$ cat src/pkg/tdsr_params.svh
/*
  Constants of the tone-digit serial readout: timing figures, cycle
  counts, the digit code table and the state codes.
  Assumes a 10 MHz system clock.
*/
`ifndef TDSR_PARAMS_SVH
`define TDSR_PARAMS_SVH

// System clock rate
`define TDSR_CLK_HZ      10000000
// Energy decay interval in ms
`define TDSR_DECAY_MS    30
// Tone-present guard of delayed steering in ms
`define TDSR_GUARD_P_MS  40
// Tone-absent guard of delayed steering in ms
`define TDSR_GUARD_A_MS  40
// Cycle counts derived from the times
`define TDSR_DECAY_CYC   ((`TDSR_DECAY_MS * `TDSR_CLK_HZ) / 1000)
`define TDSR_GUARD_P_CYC ((`TDSR_GUARD_P_MS * `TDSR_CLK_HZ) / 1000)
`define TDSR_GUARD_A_CYC ((`TDSR_GUARD_A_MS * `TDSR_CLK_HZ) / 1000)
// Bits per digit and code table, nibble index is row*4+column
`define TDSR_BITS        4
`define TDSR_CODE_TABLE  64'h0cab_f987_e654_d321
// Readout phase codes
`define TDSR_PH_IDLE     3'h1
`define TDSR_PH_SHIFT    3'h2
`define TDSR_PH_SPENT    3'h4

`endif

$ cat src/pkg/tdsr_pkg.sv
/*
  Types of the tone-digit serial readout.
  Assumes tdsr_params.svh is on the include path.
*/
`include "tdsr_params.svh"

package tdsr_pkg;

  // Readout phase, one-hot
  typedef enum logic [2:0] {
    PH_IDLE  = `TDSR_PH_IDLE,
    PH_SHIFT = `TDSR_PH_SHIFT,
    PH_SPENT = `TDSR_PH_SPENT
  } tdsr_phase_type;

endpackage : tdsr_pkg

$ cat src/design/tdsr_readout.sv
/*
  Digital readout of a tone-digit receiver: steering, energy
  indication, serial digit shift-out on acknowledge pulses, powerdown.
  Assumes the detector supplies toneValid, toneRow, toneCol and
  levelAbove on sys_clk; shiftPulseIn and sleepRequestIn are pins.
*/
`timescale 1ns/1ps
`default_nettype none
`include "tdsr_params.svh"

module tdsr_readout
  import tdsr_pkg::*;
#(
  parameter bit DELAYED_VARIANT = 1'b0,
  parameter int DECAY_CYC       = `TDSR_DECAY_CYC,
  parameter int GUARD_P_CYC     = `TDSR_GUARD_P_CYC,
  parameter int GUARD_A_CYC     = `TDSR_GUARD_A_CYC
) (
  input  wire logic       sys_clk,
  input  wire logic       arst_n,
  input  wire logic       toneValid,
  input  wire logic [1:0] toneRow,
  input  wire logic [1:0] toneCol,
  input  wire logic       levelAbove,
  input  wire logic       shiftPulseIn,
  input  wire logic       sleepRequestIn,
  output var  logic       earlySteeringOut,
  output var  logic       delayedSteeringOut,
  output var  logic       serialResultOut
);

  localparam int MAXC  = (DECAY_CYC > GUARD_P_CYC) ?
                         ((DECAY_CYC > GUARD_A_CYC) ? DECAY_CYC
                                                   : GUARD_A_CYC) :
                         ((GUARD_P_CYC > GUARD_A_CYC) ? GUARD_P_CYC
                                                     : GUARD_A_CYC);
  localparam int CNT_W = $clog2(MAXC + 1);
  localparam logic [63:0] CODES = `TDSR_CODE_TABLE;

  // Refuse counts the counters cannot serve
  if (DECAY_CYC < 1 || GUARD_P_CYC < 1 || GUARD_A_CYC < 1) begin : g_chk
    $error("tdsr_readout: cycle counts must be at least one");
  end

  typedef struct packed {
    logic                 ackS1;
    logic                 ackS2;
    logic                 ackPrev;
    logic                 slpS1;
    logic                 slpS2;
    logic                 slpPrev;
    logic                 powerDown;
    logic                 steerEarly;
    logic                 steerDelayed;
    logic [CNT_W-1:0]     guardCnt;
    logic                 energy;
    logic [CNT_W-1:0]     decayCnt;
    tdsr_phase_type       phase;
    logic [`TDSR_BITS-1:0] shiftBits;
    logic [2:0]           bitCnt;
    logic                 steerPrev;
    logic                 sdOut;
  } tdsr_state_type;

  tdsr_state_type stateReg;
  tdsr_state_type stateNext;

  logic                  ackRise;
  logic                  ackFall;
  logic                  slpRise;
  logic                  steerNow;
  logic                  steerRise;
  logic [`TDSR_BITS-1:0] digitCode;

  ////////////////////////////////////////////////////////////////////
  // Edge detection on synchronised pins
  assign ackRise  = stateReg.ackS2 & ~stateReg.ackPrev;
  assign ackFall  = ~stateReg.ackS2 & stateReg.ackPrev;
  assign slpRise  = stateReg.slpS2 & ~stateReg.slpPrev;

  // Steering seen by the readout logic
  assign steerNow = DELAYED_VARIANT ? stateReg.steerDelayed
                                    : stateReg.steerEarly;
  assign steerRise = steerNow & ~stateReg.steerPrev;

  // Digit to code lookup
  assign digitCode = CODES[{toneRow, toneCol, 2'h0} +: `TDSR_BITS];

  ////////////////////////////////////////////////////////////////////
  // Next-state logic
  always_comb begin
    stateNext = stateReg;

    // Two-flop synchronisers, reset low as the pulled-down pins
    stateNext.ackS1   = shiftPulseIn;
    stateNext.ackS2   = stateReg.ackS1;
    stateNext.ackPrev = stateReg.ackS2;
    stateNext.slpS1   = sleepRequestIn;
    stateNext.slpS2   = stateReg.slpS1;
    stateNext.slpPrev = stateReg.slpS2;
    stateNext.steerPrev = steerNow;

    // Powerdown entry on sleep rise with shift low, exit on sleep low
    if (slpRise && !stateReg.ackS2) begin
      stateNext.powerDown = 1'b1;
    end else if (!stateReg.slpS2) begin
      stateNext.powerDown = 1'b0;
    end

    // Early steering follows the detector
    stateNext.steerEarly = toneValid & ~stateNext.powerDown;

    // Delayed steering with present and absent guards
    if (stateNext.powerDown) begin
      stateNext.steerDelayed = 1'b0;
      stateNext.guardCnt     = '0;
    end else if (stateReg.steerEarly == stateReg.steerDelayed) begin
      stateNext.guardCnt = '0;
    end else if (stateReg.steerDelayed) begin
      if (stateReg.guardCnt == CNT_W'(GUARD_A_CYC - 1)) begin
        stateNext.steerDelayed = 1'b0;
        stateNext.guardCnt     = '0;
      end else begin
        stateNext.guardCnt = stateReg.guardCnt + 1'b1;
      end
    end else begin
      if (stateReg.guardCnt == CNT_W'(GUARD_P_CYC - 1)) begin
        stateNext.steerDelayed = 1'b1;
        stateNext.guardCnt     = '0;
      end else begin
        stateNext.guardCnt = stateReg.guardCnt + 1'b1;
      end
    end

    // Energy indication with integrator decay
    if (stateNext.powerDown) begin
      stateNext.energy   = 1'b0;
      stateNext.decayCnt = '0;
    end else if (levelAbove) begin
      stateNext.energy   = 1'b1;
      stateNext.decayCnt = CNT_W'(DECAY_CYC - 1);
    end else if (stateReg.decayCnt != '0) begin
      stateNext.decayCnt = stateReg.decayCnt - 1'b1;
    end else begin
      stateNext.energy = 1'b0;
    end

    // Readout sequencer
    case (stateReg.phase)
      PH_IDLE: begin
        if (ackRise && steerNow && !stateReg.powerDown) begin
          stateNext.shiftBits = digitCode;
          stateNext.bitCnt    = 3'h1;
          stateNext.phase     = PH_SHIFT;
        end
      end
      PH_SHIFT: begin
        // Stays here until all four pulses are given
        if (ackRise && stateReg.bitCnt < 3'h4) begin
          stateNext.shiftBits = stateReg.shiftBits >> 1;
          stateNext.bitCnt    = stateReg.bitCnt + 3'h1;
        end else if (ackFall && stateReg.bitCnt == 3'h4) begin
          stateNext.bitCnt = 3'h0;
          stateNext.phase  = PH_SPENT;
        end
      end
      PH_SPENT: begin
        if (steerRise) begin
          stateNext.phase = PH_IDLE;
        end
      end
      default: begin
        stateNext.phase  = PH_IDLE;
        stateNext.bitCnt = 3'h0;
      end
    endcase

    // Powerdown abandons any readout
    if (stateNext.powerDown) begin
      stateNext.phase  = PH_IDLE;
      stateNext.bitCnt = 3'h0;
    end

    // Result pin multiplexer
    if (stateNext.powerDown) begin
      stateNext.sdOut = 1'b0;
    end else if (stateNext.phase == PH_SHIFT) begin
      stateNext.sdOut = stateNext.shiftBits[0];
    end else begin
      stateNext.sdOut = stateNext.energy;
    end
  end

  ////////////////////////////////////////////////////////////////////
  // State register
  always_ff @(posedge sys_clk or negedge arst_n) begin
    if (!arst_n) begin
      stateReg <= '{phase: PH_IDLE, default: '0};
    end else begin
      stateReg <= stateNext;
    end
  end

  // Outputs straight from flip-flops
  assign earlySteeringOut   = DELAYED_VARIANT ? 1'b0
                                              : stateReg.steerEarly;
  assign delayedSteeringOut = DELAYED_VARIANT ? stateReg.steerDelayed
                                              : 1'b0;
  assign serialResultOut    = stateReg.sdOut;
endmodule : tdsr_readout
`default_nettype wire

$ cat config.mk
export PLATFORM = sky130hd
export DESIGN_NAME = tdsr_readout
export DESIGN_NICKNAME = d
export VERILOG_FILES = /design/src/pkg/tdsr_pkg.sv /design/src/design/tdsr_readout.sv
export VERILOG_INCLUDE_DIRS = /design/src /design/src/pkg
export SDC_FILE = /design/constraint.sdc
export NUM_CORES = 1
export LEC_CHECK = 0
export ABC_AREA = 1
export BUFFER_PORTS_ARGS = -buffer_cell sky130_fd_sc_hd__buf_2
export CAP_MARGIN = 10
export CELL_PAD_IN_SITES_DETAIL_PLACEMENT = 1
export CELL_PAD_IN_SITES_GLOBAL_PLACEMENT = 1
export CORE_MARGIN = 4
export CORE_UTILIZATION = 41
export CTS_CLUSTER_DIAMETER = 50
export DETAILED_ROUTE_END_ITERATION = 8
export PLACE_DENSITY = 0.72
export SYNTH_ARGS = -nofsm -noshare
export SYNTH_HDL_FRONTEND = slang
export SYNTH_SLANG_ARGS = --single-unit
$ cat constraint.sdc
create_clock -name sys_clk -period 1.5 [get_ports sys_clk]
set_input_delay 0.15 -clock sys_clk [delete_from_list [all_inputs] [get_ports sys_clk]]
set_output_delay 0.15 -clock sys_clk [all_outputs]
set_load 0.05 [all_outputs]
**Word-level counts from Yosys, hierarchy flattened**

Index checks and enable logic that the tools add are counted.

- Register bits: 40
- Bits in latches: 0
- Bits in writable memories: 0
- ROM bits: 0
- Output and inout bits: 3
- Word-level logic and storage cells: 72
- Memories kept: 0

- Add/subtract/negate cells: 2
- Multipliers: 0
- Divide/modulo/power cells: 0
- $lt $le $gt $ge: 1
- Equal/unequal tests: 10
- Shifts and indexed selects: 1
- Muxes and demuxes: 20
- Bitwise gates (word level): 10
- Reduce and logical (&&, ||, !) cells: 12

Operators by type and width:

| cell | number |
|---|---|
| indexed part select 64 x 7 -> 4 bit (first input constant) | 1 |
| two-way mux 20 bit | 2 |
| two-way mux 3 bit | 7 |
| two-way mux 19 bit | 1 |
| nonzero test 19 bit | 1 |
| subtractor 19 x 1 -> 19 bit (second input constant) | 1 |
| one-hot mux 3 bit (3 select lines) | 2 |
| two-way mux 10 bit | 1 |
| one-hot mux 4 bit (2 select lines) | 1 |
| == test 3 x 2 -> 1 bit (second input constant) | 2 |
| == test 3 bit (second input constant) | 2 |
| inequality test 2 bit (second input constant) | 3 |
| AND reduction 3 bit | 2 |
| bitwise AND 1 bit | 5 |
| logical AND 1 bit | 5 |
| two-way mux 1 bit | 5 |
| NOT 1 bit | 5 |
| two-way mux 4 bit | 1 |
| inequality test 4 bit (second input constant) | 1 |
| adder 3 x 1 -> 3 bit (second input constant) | 1 |
| == test 3 x 1 -> 1 bit (second input constant) | 1 |
| < comparator 3 bit (second input constant) | 1 |
| inequality test 3 bit (second input constant) | 1 |
| nonzero test 3 bit | 1 |
| other kinds (2) | 3 |

**Logic depth before layout (Yosys ltp)**

Gate-level depths: netlist (run 1).

- Depth after elaboration: 10
- Gate-level depth with buffers: 13

**Worst setup path after synthesis (run 1)**

No wires, ideal clock.

- Path kind: register to register
- Start point: register stateReg[12] in the netlist's numbering
- End point: register stateReg[21] in the netlist's numbering
- Arrival: 1,380 ps
- Slack: -7 ps
- Cell stages (with the launch flop): 11
- Path through: dfrtp_1 > inv_1 > ha_1 > inv_1 > nor2_1 > nand2_1 > nor2_1 > nand3_1 > o21ai_2 > buf_4 > a31oi_1

- Cells in the longest elaborated chain, start to end: 4

RTL lines:

| what | RTL line | text |
|---|---|---|
| from (decl) | tdsr_readout.sv:65 | `tdsr_state_type stateReg;` |
| from (signal assigned) | tdsr_readout.sv:200 | `stateReg <= stateNext;` |
| subtractor 19 x 1 -> 19 bit | tdsr_readout.sv:143 | `stateNext.decayCnt = stateReg.decayCnt - 1'b1;` |
| two-way mux 19 bit | tdsr_readout.sv:142 | `end else if (stateReg.decayCnt != '0) begin` |
| two-way mux 20 bit | tdsr_readout.sv:139 | `end else if (levelAbove) begin` |
| two-way mux 20 bit | tdsr_readout.sv:136 | `if (stateNext.powerDown) begin` |

Several ways; a longest one is shown, not always the timed one. The select of a mux whose other input is x is not followed.
A chain may end at the register's enable or synchronous reset.

**Worst setup path after layout (run 1)**

Ends and elaborated chain as after synthesis.

==> results of run 1 <==
## area by class of cell
| type | instances | share of cell area [%] |
|---|---|---|
| Clock buffer | 6 | 2.83 |
| Tap cell | 72 | 3.08 |
| Inverter | 36 | 4.63 |
| Multi-Input combinational cell | 212 | 43.3 |
| Clock inverter | 2 | 1.33 |
| Timing Repair Buffer | 41 | 10.5 |
| Sequential cell | 40 | 34.3 |
## flip-flops by register name, indices dropped and copies added (netlist names)
register          flops
stateReg             34
stateNext             4
earlySteeringOut      1
serialResultOut       1
## what timing repair did
action,4_1_cts,5_1_grt
pin swaps,5,7
gates resized for setup,15,26
setup endpoints to repair,18,24
hold buffers,3,0
endpoints found under the hold margin,17,0
## power by group
group          switching (W)  internal [W]
Sequential         0.0000985       0.00120
Clock               0.000410      0.000545
Combinational       0.000435      0.000271
Total               0.000943       0.00202
## cells in the mapped netlist (2+ instances only)
library cell	n
buf_4	2
nand3_1	22
inv_1	35
nor2_4	2
ha_1	10
a31oi_1	3
nand3b_1	2
o21ai_0	5
dfrtp_1	39
xor2_1	3
nor2_1	49
nand2_1	66
a21o_1	2
nor3_1	9
nor2_2	5
a22oi_1	2
a21oi_1	8
o21ai_2	3
nand4_1	7
## per-layer routing
layer / GRT usage, % / vias up
met5: 0 / -
met4: 4.01 / 0
met3: 2.88 / 7
met2: 35.1 / 14
met1: 21.5 / 1010
li1: - / 1023
## worst paths after layout
path                       slack, ps           from                to  depth (start not counted)
hold reg to reg                  370  stateNext[55]     stateNext[54]                          0
max in group asynchronous        630         arst_n       stateReg[9]                          3
hold / removal                    40      toneValid  earlySteeringOut                          3
setup / recovery                 -70   stateReg[12]      stateReg[21]                         10
min in group asynchronous        310         arst_n      stateReg[16]                          2
setup reg to reg                 -70   stateReg[12]      stateReg[21]                         10
## through the flow
stage / power, W / instances
final: 0.00296 / 409
after global routing: 0.00314 / 409
after CTS: 0.00295 / 409
after detailed placement: 0.00196 / 398
after global placement: 0.00193 / 398
after floorplan: 0.00171 / 292
## cells by family after synthesis
family | after synthesis | share of synthesized area (%)
adders and majority gates | 10 | 5.43
xor gates and xnor gates | 4 | 1.52
DFF | 40 | 43.5
AOI/OAI and AO/OA | 32 | 10.4
buffers and inverters | 40 | 7.34
and+or+nand+nor | 165 | 31.6
other | 1 | 0.163
## worst reg2reg max path, stage by stage (launching register included)
cell     delay (ps)
dfrtp_1         400
inv_2           100
ha_4            140
inv_2            40
nor2_4           90
nand2_2          70
nor2_4          120
nand3_4         110
o21ai_4         170
buf_6           160
a31oi_1          40
==> flow_metrics.env, run 1 <==
export IMPL_drt_initial_drc_count=72
export IMPL_synth_edff_count=0
export IMPL_clkLatencyLatePin_ps=300
export IMPL_core_area_um2=5470
export IMPL_maxSlewViolCount=0
export IMPL_dieArea_um2=6880
export IMPL_avgSynthCellArea_um2=7.88
export IMPL_drive_gt1_share_pct=28.2
export IMPL_async_reset_ff_share_pct=100
export IMPL_io_buffer_count=11
export IMPL_ys_top_cells_by_area="dfrtp_1 (42%), nand2_1 (11%), nor2_1 (8.0%), inv_1 (5.7%), ha_1 (5.4%)"
export IMPL_finalClockSkew_ps=10.1
export IMPL_max_stage_delay_ps=400
export IMPL_worst_path_max_fanout=7
export IMPL_critical_path_top_delay_family="flip-flops"
export IMPL_grt_usage_pct=18.5
export IMPL_root_buffer="clkbuf_8"
export IMPL_nets=356
export IMPL_path_clk_slew_ps=90
export IMPL_dpl_worst_slack_ps=-164
export IMPL_syn_to_final_growth_pct=26.9
export IMPL_max_freq_mhz=638
export IMPL_drc_errors=0
export IMPL_ys_seq_area_share_pct=43.5
export IMPL_cts_setup_buffers=0
export IMPL_fin_util_pct=53.4
export IMPL_cts_buffers_inserted=5
export IMPL_tritoncts="done"
export IMPL_netlist_area_um2=2300
export IMPL_maxCapViolations=0
export IMPL_period_share_pct=105
export IMPL_rsz0062_at_grt="true"
export IMPL_place_congestion=0.785
export IMPL_initial_core_util_pct=42.1
export IMPL_layout_area_seq_um2=1000
export IMPL_wl_per_cell_um=14.7
export IMPL_ys_warn_count=0
export IMPL_ys_flop_type="dfrtp_1"
export IMPL_peakVddDrop_mv=0.694
export IMPL_route_top_layer_used="met4"
export IMPL_synth_fp_nets=312
export IMPL_grt_pass1_wl_um=10400
export IMPL_yosysUniqueCellTypes=37
export IMPL_dpl_hpwl_um=4570
export IMPL_design_area_um2=2920
export IMPL_die_y_um=82.9
export IMPL_clock_sinks=40
export IMPL_finalWirelength_um=6000
export IMPL_layout_commonest_cell="nand2_1"
export IMPL_arrival_ps=1750
export IMPL_diodes=0
export IMPL_start_kind="flip-flop"
export IMPL_layout_setup_ws_ps=-68.6
export IMPL_cts_max_path_buffers=2
export IMPL_firstDrtPassIters=4
export IMPL_setup_viol=13
export IMPL_placed_area_um2=2630
export IMPL_die_x_um=82.9
export IMPL_grt_max_degree=26
export IMPL_grt_overflow_total=0
export IMPL_wl_met2_um=3290
export IMPL_grt_pass1_vias=2255
export IMPL_critical_path_buf_inv_count=3
export IMPL_required_ps=1680
export IMPL_rows=27
export IMPL_wl_met3_um=100
export IMPL_violations="negative setup slack"
export IMPL_ys_seq_elements=40
export IMPL_fin_hold_ws_ps=44.6
export IMPL_post_route_min_period_ps=1570
export IMPL_vias_per_cell=5.02
export IMPL_cp_cell_sequence="inv_2, ha_4, inv_2, nor2_4, nand2_2, nor2_4, nand3_4, o21ai_4, buf_6, a31oi_1"
export IMPL_finalHoldViolations=0
export IMPL_syn_inst=292
export IMPL_nFillCells=704
export IMPL_netlist_area_leader_share_pct=42.4
export IMPL_endpoint_kind="flip-flop"
export IMPL_grt_antenna_before_repair=0
export IMPL_layout_common_cells="nand2_1 (60), dfrtp_1 (38), nor2_1 (34), inv_1 (32), buf_4 (24)"
export IMPL_crit_slowest_cell="dfrtp_1"
export IMPL_wl_met1_um=2540
export IMPL_p_leak_nw=1.38
export IMPL_power_density_nw_per_um2=1010
export IMPL_fin_setup_tns_ps=-692
export IMPL_critical_path_class="reg2reg"
export IMPL_dr_total_vias=2054
export IMPL_postRouteAntennaNets=0
export IMPL_ios=13
export IMPL_multi_input_comb_area_um2=1260
export IMPL_status="finished with violations"
export IMPL_h_tree_depth=2
export IMPL_hold_class="in2reg"
export IMPL_yosys_area_top_type="dfrtp_1"
No activity file was read; power rests on OpenSTA's default activity.
==> inputs of run 2 (changes only) <==
ABC_AREA = unset   (was 1)
CORE_UTILIZATION = 40   (was 41)
PLACE_DENSITY = 0.68   (was 0.72)
==> run 2 against run 1 <==
Fmax is 19% lower; count of clock-buffer cells in the layout is 1 higher; largest cell class unchanged; largest power group unchanged; hold slack better by 29 ps; first-iteration DRC count is 44% higher; core utilization is 10 points higher; setup slack worse by 360 ps; clock skew is 1.4 ps higher; register-to-register slack worse by 360 ps; cell area is 14% higher; the flow still finishes with violations (negative setup slack); highest routed layer unchanged; total power is 5.7% lower; clock power is 25% lower; via count is 6.9% higher.
==> flow_metrics.env, run 2 <==
export IMPL_ys_flop_type="dfrtp_1"
export IMPL_dr_total_vias=2196
export IMPL_crit_slowest_cell="or4_1"
export IMPL_core_area_um2=5240
export IMPL_die_x_um=82.6
export IMPL_nFillCells=578
export IMPL_max_freq_mhz=518
export IMPL_fin_setup_tns_ps=-5640
export IMPL_cts_buffers_inserted=5
export IMPL_critical_path_class="reg2reg"
export IMPL_rsz0062_at_grt="true"
export IMPL_io_buffer_count=11
export IMPL_synth_edff_count=0
export IMPL_wl_met1_um=3420
export IMPL_period_share_pct=129
export IMPL_yosys_top_cells_count="dfrtp_1 (39), a21oi_1 (15), inv_1 (13)"
export IMPL_dieArea_um2=6820
export IMPL_maxSlewViolCount=0
export IMPL_arrival_ps=2130
export IMPL_clock_sinks=40
export IMPL_clkLatencyLatePin_ps=300
export IMPL_die_y_um=82.6
export IMPL_power_density_nw_per_um2=841
export IMPL_syn_to_final_growth_pct=49.2
export IMPL_max_flop_register="stateReg"
export IMPL_vias_per_cell=5.79
export IMPL_placed_area_um2=2840
export IMPL_cp_cell_sequence="nor4_4, nand4_4, or4_1, a31oi_1"
export IMPL_synth_top_family_by_area="simple AND/OR/NAND/NOR gates"
export IMPL_maxCapViolations=0
export IMPL_largest_reg_flops=34
export IMPL_peakVddDrop_mv=0.572
export IMPL_drc_errors=0
export IMPL_cts_max_path_buffers=2
export IMPL_grt_usage_pct=23.6
export IMPL_required_ps=1700
export IMPL_max_stage_delay_ps=550
export IMPL_grt_max_degree=20
export IMPL_synth_fp_nets=241
export IMPL_async_reset_ff_share_pct=100
export IMPL_yosys_area_share_simple_pct=23.6
export IMPL_firstDrtPassIters=4
export IMPL_rows=26
export IMPL_ys_top_cells_by_area="dfrtp_1 (44%), ha_1 (5.6%), a21oi_1 (3.4%), mux2i_1 (3.1%), nand2b_1 (2.8%)"
export IMPL_yosysUniqueCellTypes=53
export IMPL_ios=13
export IMPL_drt_initial_drc_count=104
export IMPL_synth_compound_gate_area_share_pct=15.6
export IMPL_yosys_area_top_type="dfrtp_1"
export IMPL_wl_met3_um=426
export IMPL_postRouteAntennaNets=0
export IMPL_ys_seq_area_share_pct=45.0
export IMPL_nets=328
export IMPL_grt_pass1_wl_um=11900
export IMPL_dpl_hpwl_um=4800
export IMPL_synth_adder_area_share_pct=5.62
export IMPL_diodes=0
export IMPL_initial_core_util_pct=42.5
export IMPL_avgSynthCellArea_um2=10.1
export IMPL_grt_antenna_before_repair=0
export IMPL_ys_seq_elements=40
export IMPL_synthXorXnorAreaFrac_pct=2.75
export IMPL_synth_mux_area_share_pct=3.15
export IMPL_place_inst=358
export IMPL_wl_met2_um=3950
export IMPL_wl_per_cell_um=21.4
export IMPL_setup_viol=23
export IMPL_endpoint_kind="flip-flop"
export IMPL_netlist_area_leader_share_pct=43.8
export IMPL_critical_path_top_delay_family="simple AND/OR/NAND/NOR gates"
export IMPL_path_clk_slew_ps=80
export IMPL_design_area_um2=3320
export IMPL_layout_setup_ws_ps=-430
export IMPL_h_tree_depth=2
export IMPL_synth_most_common_cell="dfrtp_1"
export IMPL_post_route_min_period_ps=1930
export IMPL_finalWirelength_um=8110
export IMPL_start_kind="flip-flop"
export IMPL_root_buffer="clkbuf_8"
export IMPL_finalClockSkew_ps=11.5
export IMPL_drive_gt1_share_pct=48.2
export IMPL_grt_pass1_vias=2322
export IMPL_syn_inst=221
export IMPL_violations="negative setup slack"
export IMPL_route_top_layer_used="met4"
export IMPL_grt_overflow_total=0
export IMPL_place_congestion=0.893
export IMPL_layout_common_cells="buf_4 (63), dfrtp_1 (37), buf_2 (11), inv_1 (10), buf_6 (10)"
export IMPL_fin_util_pct=63.4
export IMPL_p_leak_nw=1.41
export IMPL_hold_class="in2reg"
export IMPL_dpl_worst_slack_ps=-322
export IMPL_critical_path_buf_inv_count=0
export IMPL_ys_warn_count=0
export IMPL_worst_path_max_fanout=7
export IMPL_layout_commonest_cell="buf_4"
export IMPL_status="finished with violations"
export IMPL_tritoncts="done"
export IMPL_stdcell_count=379
export IMPL_netlist_area_um2=2230
export IMPL_finalHoldViolations=0
-- run 2: cell count changes after synthesis, sizes merged, moves of 7 or more --
cell	delta
nand2	-57
nor2	-49
inv	-23
nand3	-14
nand2b	+10
mux2i	+7
nor4	+7
-- run 2: report_power, final --
group	internal, W	switching, W	leakage, nW
logic	0.000374	0.000429	0.886
clock network	0.000327	0.000385	0.0422
registers	0.00118	0.0000970	0.485
-- run 2: timing repair --
action | 4_1_cts | 5_1_grt
hold buffers | 3 | 0
setup endpoints to repair | 27 | 26
endpoints found under the hold margin | 18 | 0
pin swaps | 11 | 10
gates resized for setup | 41 | 28
buffers inserted | 5 | 5
-- run 2: metal layers --
layer / track usage (%) / vias to the layer above
met2: 40.9 / 73
met5: 0 / -
met1: 28.8 / 1106
met3: 4.34 / 27
met4: 8.99 / 0
li1: - / 990
-- run 2: cell type report --
type                       instances  area, um2  area share, %
timing repair buffer              87        671           20.2
tap                               70       87.6           2.64
clock inverter                     1       5.00          0.151
sequential                        40       1000           30.2
inverter                          14       52.6           1.58
clock buffer                       7       76.3           2.30
multi-input combinational        160       1430           42.9
-- run 2: logic make-up after synthesis --
group                      after synthesis
adders and majority gates               10
other                                    1
buffers and inverters                   21
muxes                                    7
and+or+nand+nor                         84
DFF                                     40
xor gates and xnor gates                 7
AOI/OAI and AO/OA                       51
-- run 2: worst paths after layout --
| kind | from | end | slack, ps | depth (start not counted) |
|---|---|---|---|---|
| worst min-delay path | toneValid | earlySteeringOut | 70 | 2 |
| worst max-delay path | stateReg[21] | stateReg[30] | -430 | 4 |
| worst min register to register | stateNext[58] | stateNext[57] | 360 | 0 |
| max in group asynchronous | arst_n | stateReg[15] | 580 | 3 |
| min in group asynchronous | arst_n | stateReg[6] | 340 | 2 |
| worst max register to register | stateReg[21] | stateReg[30] | -430 | 4 |
-- run 2: per-stage QoR --
| step | hold WS, ps | power [W] |
|---|---|---|
| 6_report | 73.2 | 0.00279 |
| 5_1_grt | 52.9 | 0.00294 |
| 4_1_cts | 60.5 | 0.00270 |
| 3_5_place_dp | 126 | 0.00190 |
| 3_3_place_gp | 128 | 0.00187 |
| 2_1_floorplan | -146 | 0.00157 |
==> inputs of run 3 (changes only) <==
CTS_BUF_LIST = sky130_fd_sc_hd__clkbuf_4   (was unset)
==> run 3 against run 2 <==
The flow still finishes with violations (negative setup slack); non-clock buffer count grew 4; cell area grew 1.9%; sequential power is essentially flat; global-route usage grew 0.72 points; die area is the same; final cell count grew 1.1%; sequential share of layout area shrank 0.60 points; combinational power is essentially flat; clock power shrank 16%.
==> flow_metrics.env, run 3 (synthesized netlist as in run 2, its figures left out) <==
export IMPL_status="finished with violations"
export IMPL_violations="negative setup slack"
export IMPL_startpoint="stateReg[24]"
export IMPL_start_kind="flip-flop"
export IMPL_layout_common_cells="buf_4 (65), dfrtp_1 (38), buf_2 (11), buf_6 (11)"
export IMPL_design_area_um2=3380
export IMPL_layout_setup_ws_ps=-319
export IMPL_grt_antenna_before_repair=0
export IMPL_grt_pass1_vias=2367
export IMPL_core_area_um2=5240
export IMPL_diodes=0
export IMPL_p_sw_share_pct=33.5
export IMPL_setup_viol=23
export IMPL_maxCapViolations=0
export IMPL_placed_area_um2=2840
export IMPL_rr_worst_depth=4
export IMPL_dr_total_vias=2162
export IMPL_clock_sinks=40
export IMPL_io_buffer_count=11
export IMPL_layout_area_seq_um2=1000
export IMPL_ios=13
export IMPL_place_congestion=0.893
export IMPL_stdcell_count=383
export IMPL_critical_path_class="reg2reg"
export IMPL_required_ps=1790
export IMPL_max_flop_register="stateReg"
export IMPL_drt_initial_drc_count=135
export IMPL_worst_path_max_fanout=7
export IMPL_cts_buffers_inserted=5
export IMPL_root_buffer="clkbuf_4"
export IMPL_path_clk_slew_ps=130
export IMPL_vias_per_cell=5.64
export IMPL_power_frac_seq_pct=47.8
export IMPL_place_inst=358
export IMPL_internal_power_w=0.00178
export IMPL_tritoncts="done"
export IMPL_clkLatencyLatePin_ps=360
export IMPL_grt_pass1_wl_um=12200
export IMPL_maxSlewViolCount=0
export IMPL_postRouteAntennaNets=0
export IMPL_top_usage_layer="met2"
export IMPL_period_share_pct=121
export IMPL_met2_usage_pct=41.5
export IMPL_power_frac_clock_pct=22.2
export IMPL_min_path_cells=3
export IMPL_peakVddDrop_mv=0.475
export IMPL_finalHoldViolations=0
export IMPL_die_x_um=82.6
export IMPL_firstDrtPassIters=4
export IMPL_multi_input_comb_area_um2=1480
export IMPL_rr_endpoint="stateReg[26]"
export IMPL_post_route_min_period_ps=1820
export IMPL_die_y_um=82.6
export IMPL_max_freq_mhz=550
export IMPL_dpl_hpwl_um=4800
export IMPL_grt_overflow_total=0
export IMPL_endpoint_kind="flip-flop"
export IMPL_nFillCells=567
export IMPL_grt_max_degree=20
export IMPL_rows=26
export IMPL_h_tree_depth=2
export IMPL_drive_gt1_share_pct=49.8
export IMPL_cts_max_path_buffers=2
export IMPL_p_leak_nw=1.45
export IMPL_fin_setup_tns_ps=-5150
export IMPL_power_density_nw_per_um2=792
export IMPL_rsz0062_at_grt="true"
export IMPL_pwr_share_comb_pct=30.0
export IMPL_syn_to_final_growth_pct=52.1
export IMPL_nets=332
export IMPL_met1_usage_pct=30.8
export IMPL_largest_reg_flops=34
export IMPL_wl_per_cell_um=21.0
export IMPL_hold_class="in2reg"
export IMPL_layout_commonest_cell="buf_4"
export IMPL_initial_core_util_pct=42.5
export IMPL_drc_errors=0
export IMPL_gr_usage_met3_pct=3.69
export IMPL_setup_worst_path_end="stateReg[26]"
export IMPL_finalClockSkew_ps=19.9
export IMPL_dieArea_um2=6820
export IMPL_p_switching_w=0.000897
export IMPL_finalWirelength_um=8060
export IMPL_reg2reg_slack_ps=-320
export IMPL_arrival_ps=2110
export IMPL_grt_usage_pct=24.3
export IMPL_timing_rr_start="stateReg[24]"
-- run 3: cell types whose count changed in the layout (fill, tap and decap cells not counted), sizes merged --
cell,delta
buf,+3
dlygate4sd3,+1
-- run 3: repair_timing --
| action | CTS | global route |
|---|---|---|
| cloned | 0 | 0 |
| resized for setup | 47 | 31 |
| setup endpoints to repair | 27 | 26 |
| buffers inserted | 6 | 8 |
| pin swaps | 13 | 15 |
| hold endpoints to repair | 19 | 0 |
| hold buffers | 4 | 0 |
-- run 3: worst max-delay path: stages (launching register included) --
cell     delay, ps
dfrtp_1        450
nor4_4         380
nand4_4        210
or4_4          560
a21oi_2        140
-- run 3: power groups by stage --
stage	combinational (W)	sequential, W	clock, W
2_1_floorplan	0.000268	0.00130	0
3_3_place_gp	0.000601	0.00127	0
3_5_place_dp	0.000623	0.00128	0
4_1_cts	0.000707	0.00126	0.000615
5_1_grt	0.000866	0.00129	0.000659
6_report	0.000803	0.00128	0.000595
-- run 3: per-layer routing --
| metal | vias up | routed length, um |
|---|---|---|
| met2 | 47 | 3990 |
| met1 | 1091 | 3610 |
| met4 | 0 | 225 |
| li1 | 1002 | - |
| met5 | - | 0 |
| met3 | 22 | 235 |
-- run 3: how the worst min path moves through the flow --
stage / from / endpoint / slack [ps]
global route: toneRow[0] / stateReg[7] / 250
floorplan: arst_n / earlySteeringOut / -150
finish: toneRow[1] / stateReg[6] / 230
global placement: arst_n / stateReg[11] / 130
detailed placement: arst_n / stateReg[11] / 130
CTS: toneRow[1] / stateReg[6] / 210
-- run 3: through the flow --
stage	hold WS (ps)	worst slack, ps	util (%)	total power (W)
after floorplan	-146	-227	-	0.00157
after global placement	128	-203	54.3	0.00187
after detailed placement	126	-322	54.3	0.00190
after CTS	214	-253	61.1	0.00259
after global routing	254	-386	64.6	0.00282
final	234	-319	64.6	0.00268
-- run 3: area by class of cell --
cell class	instances	share of cell area (%)
Clock inverter	1	0.148
Tap cell	70	2.59
Timing Repair Buffer	91	20.9
Sequential cell	40	29.6
Clock buffer	7	1.55
Inverter	14	1.55
Multi-Input combinational cell	160	43.6
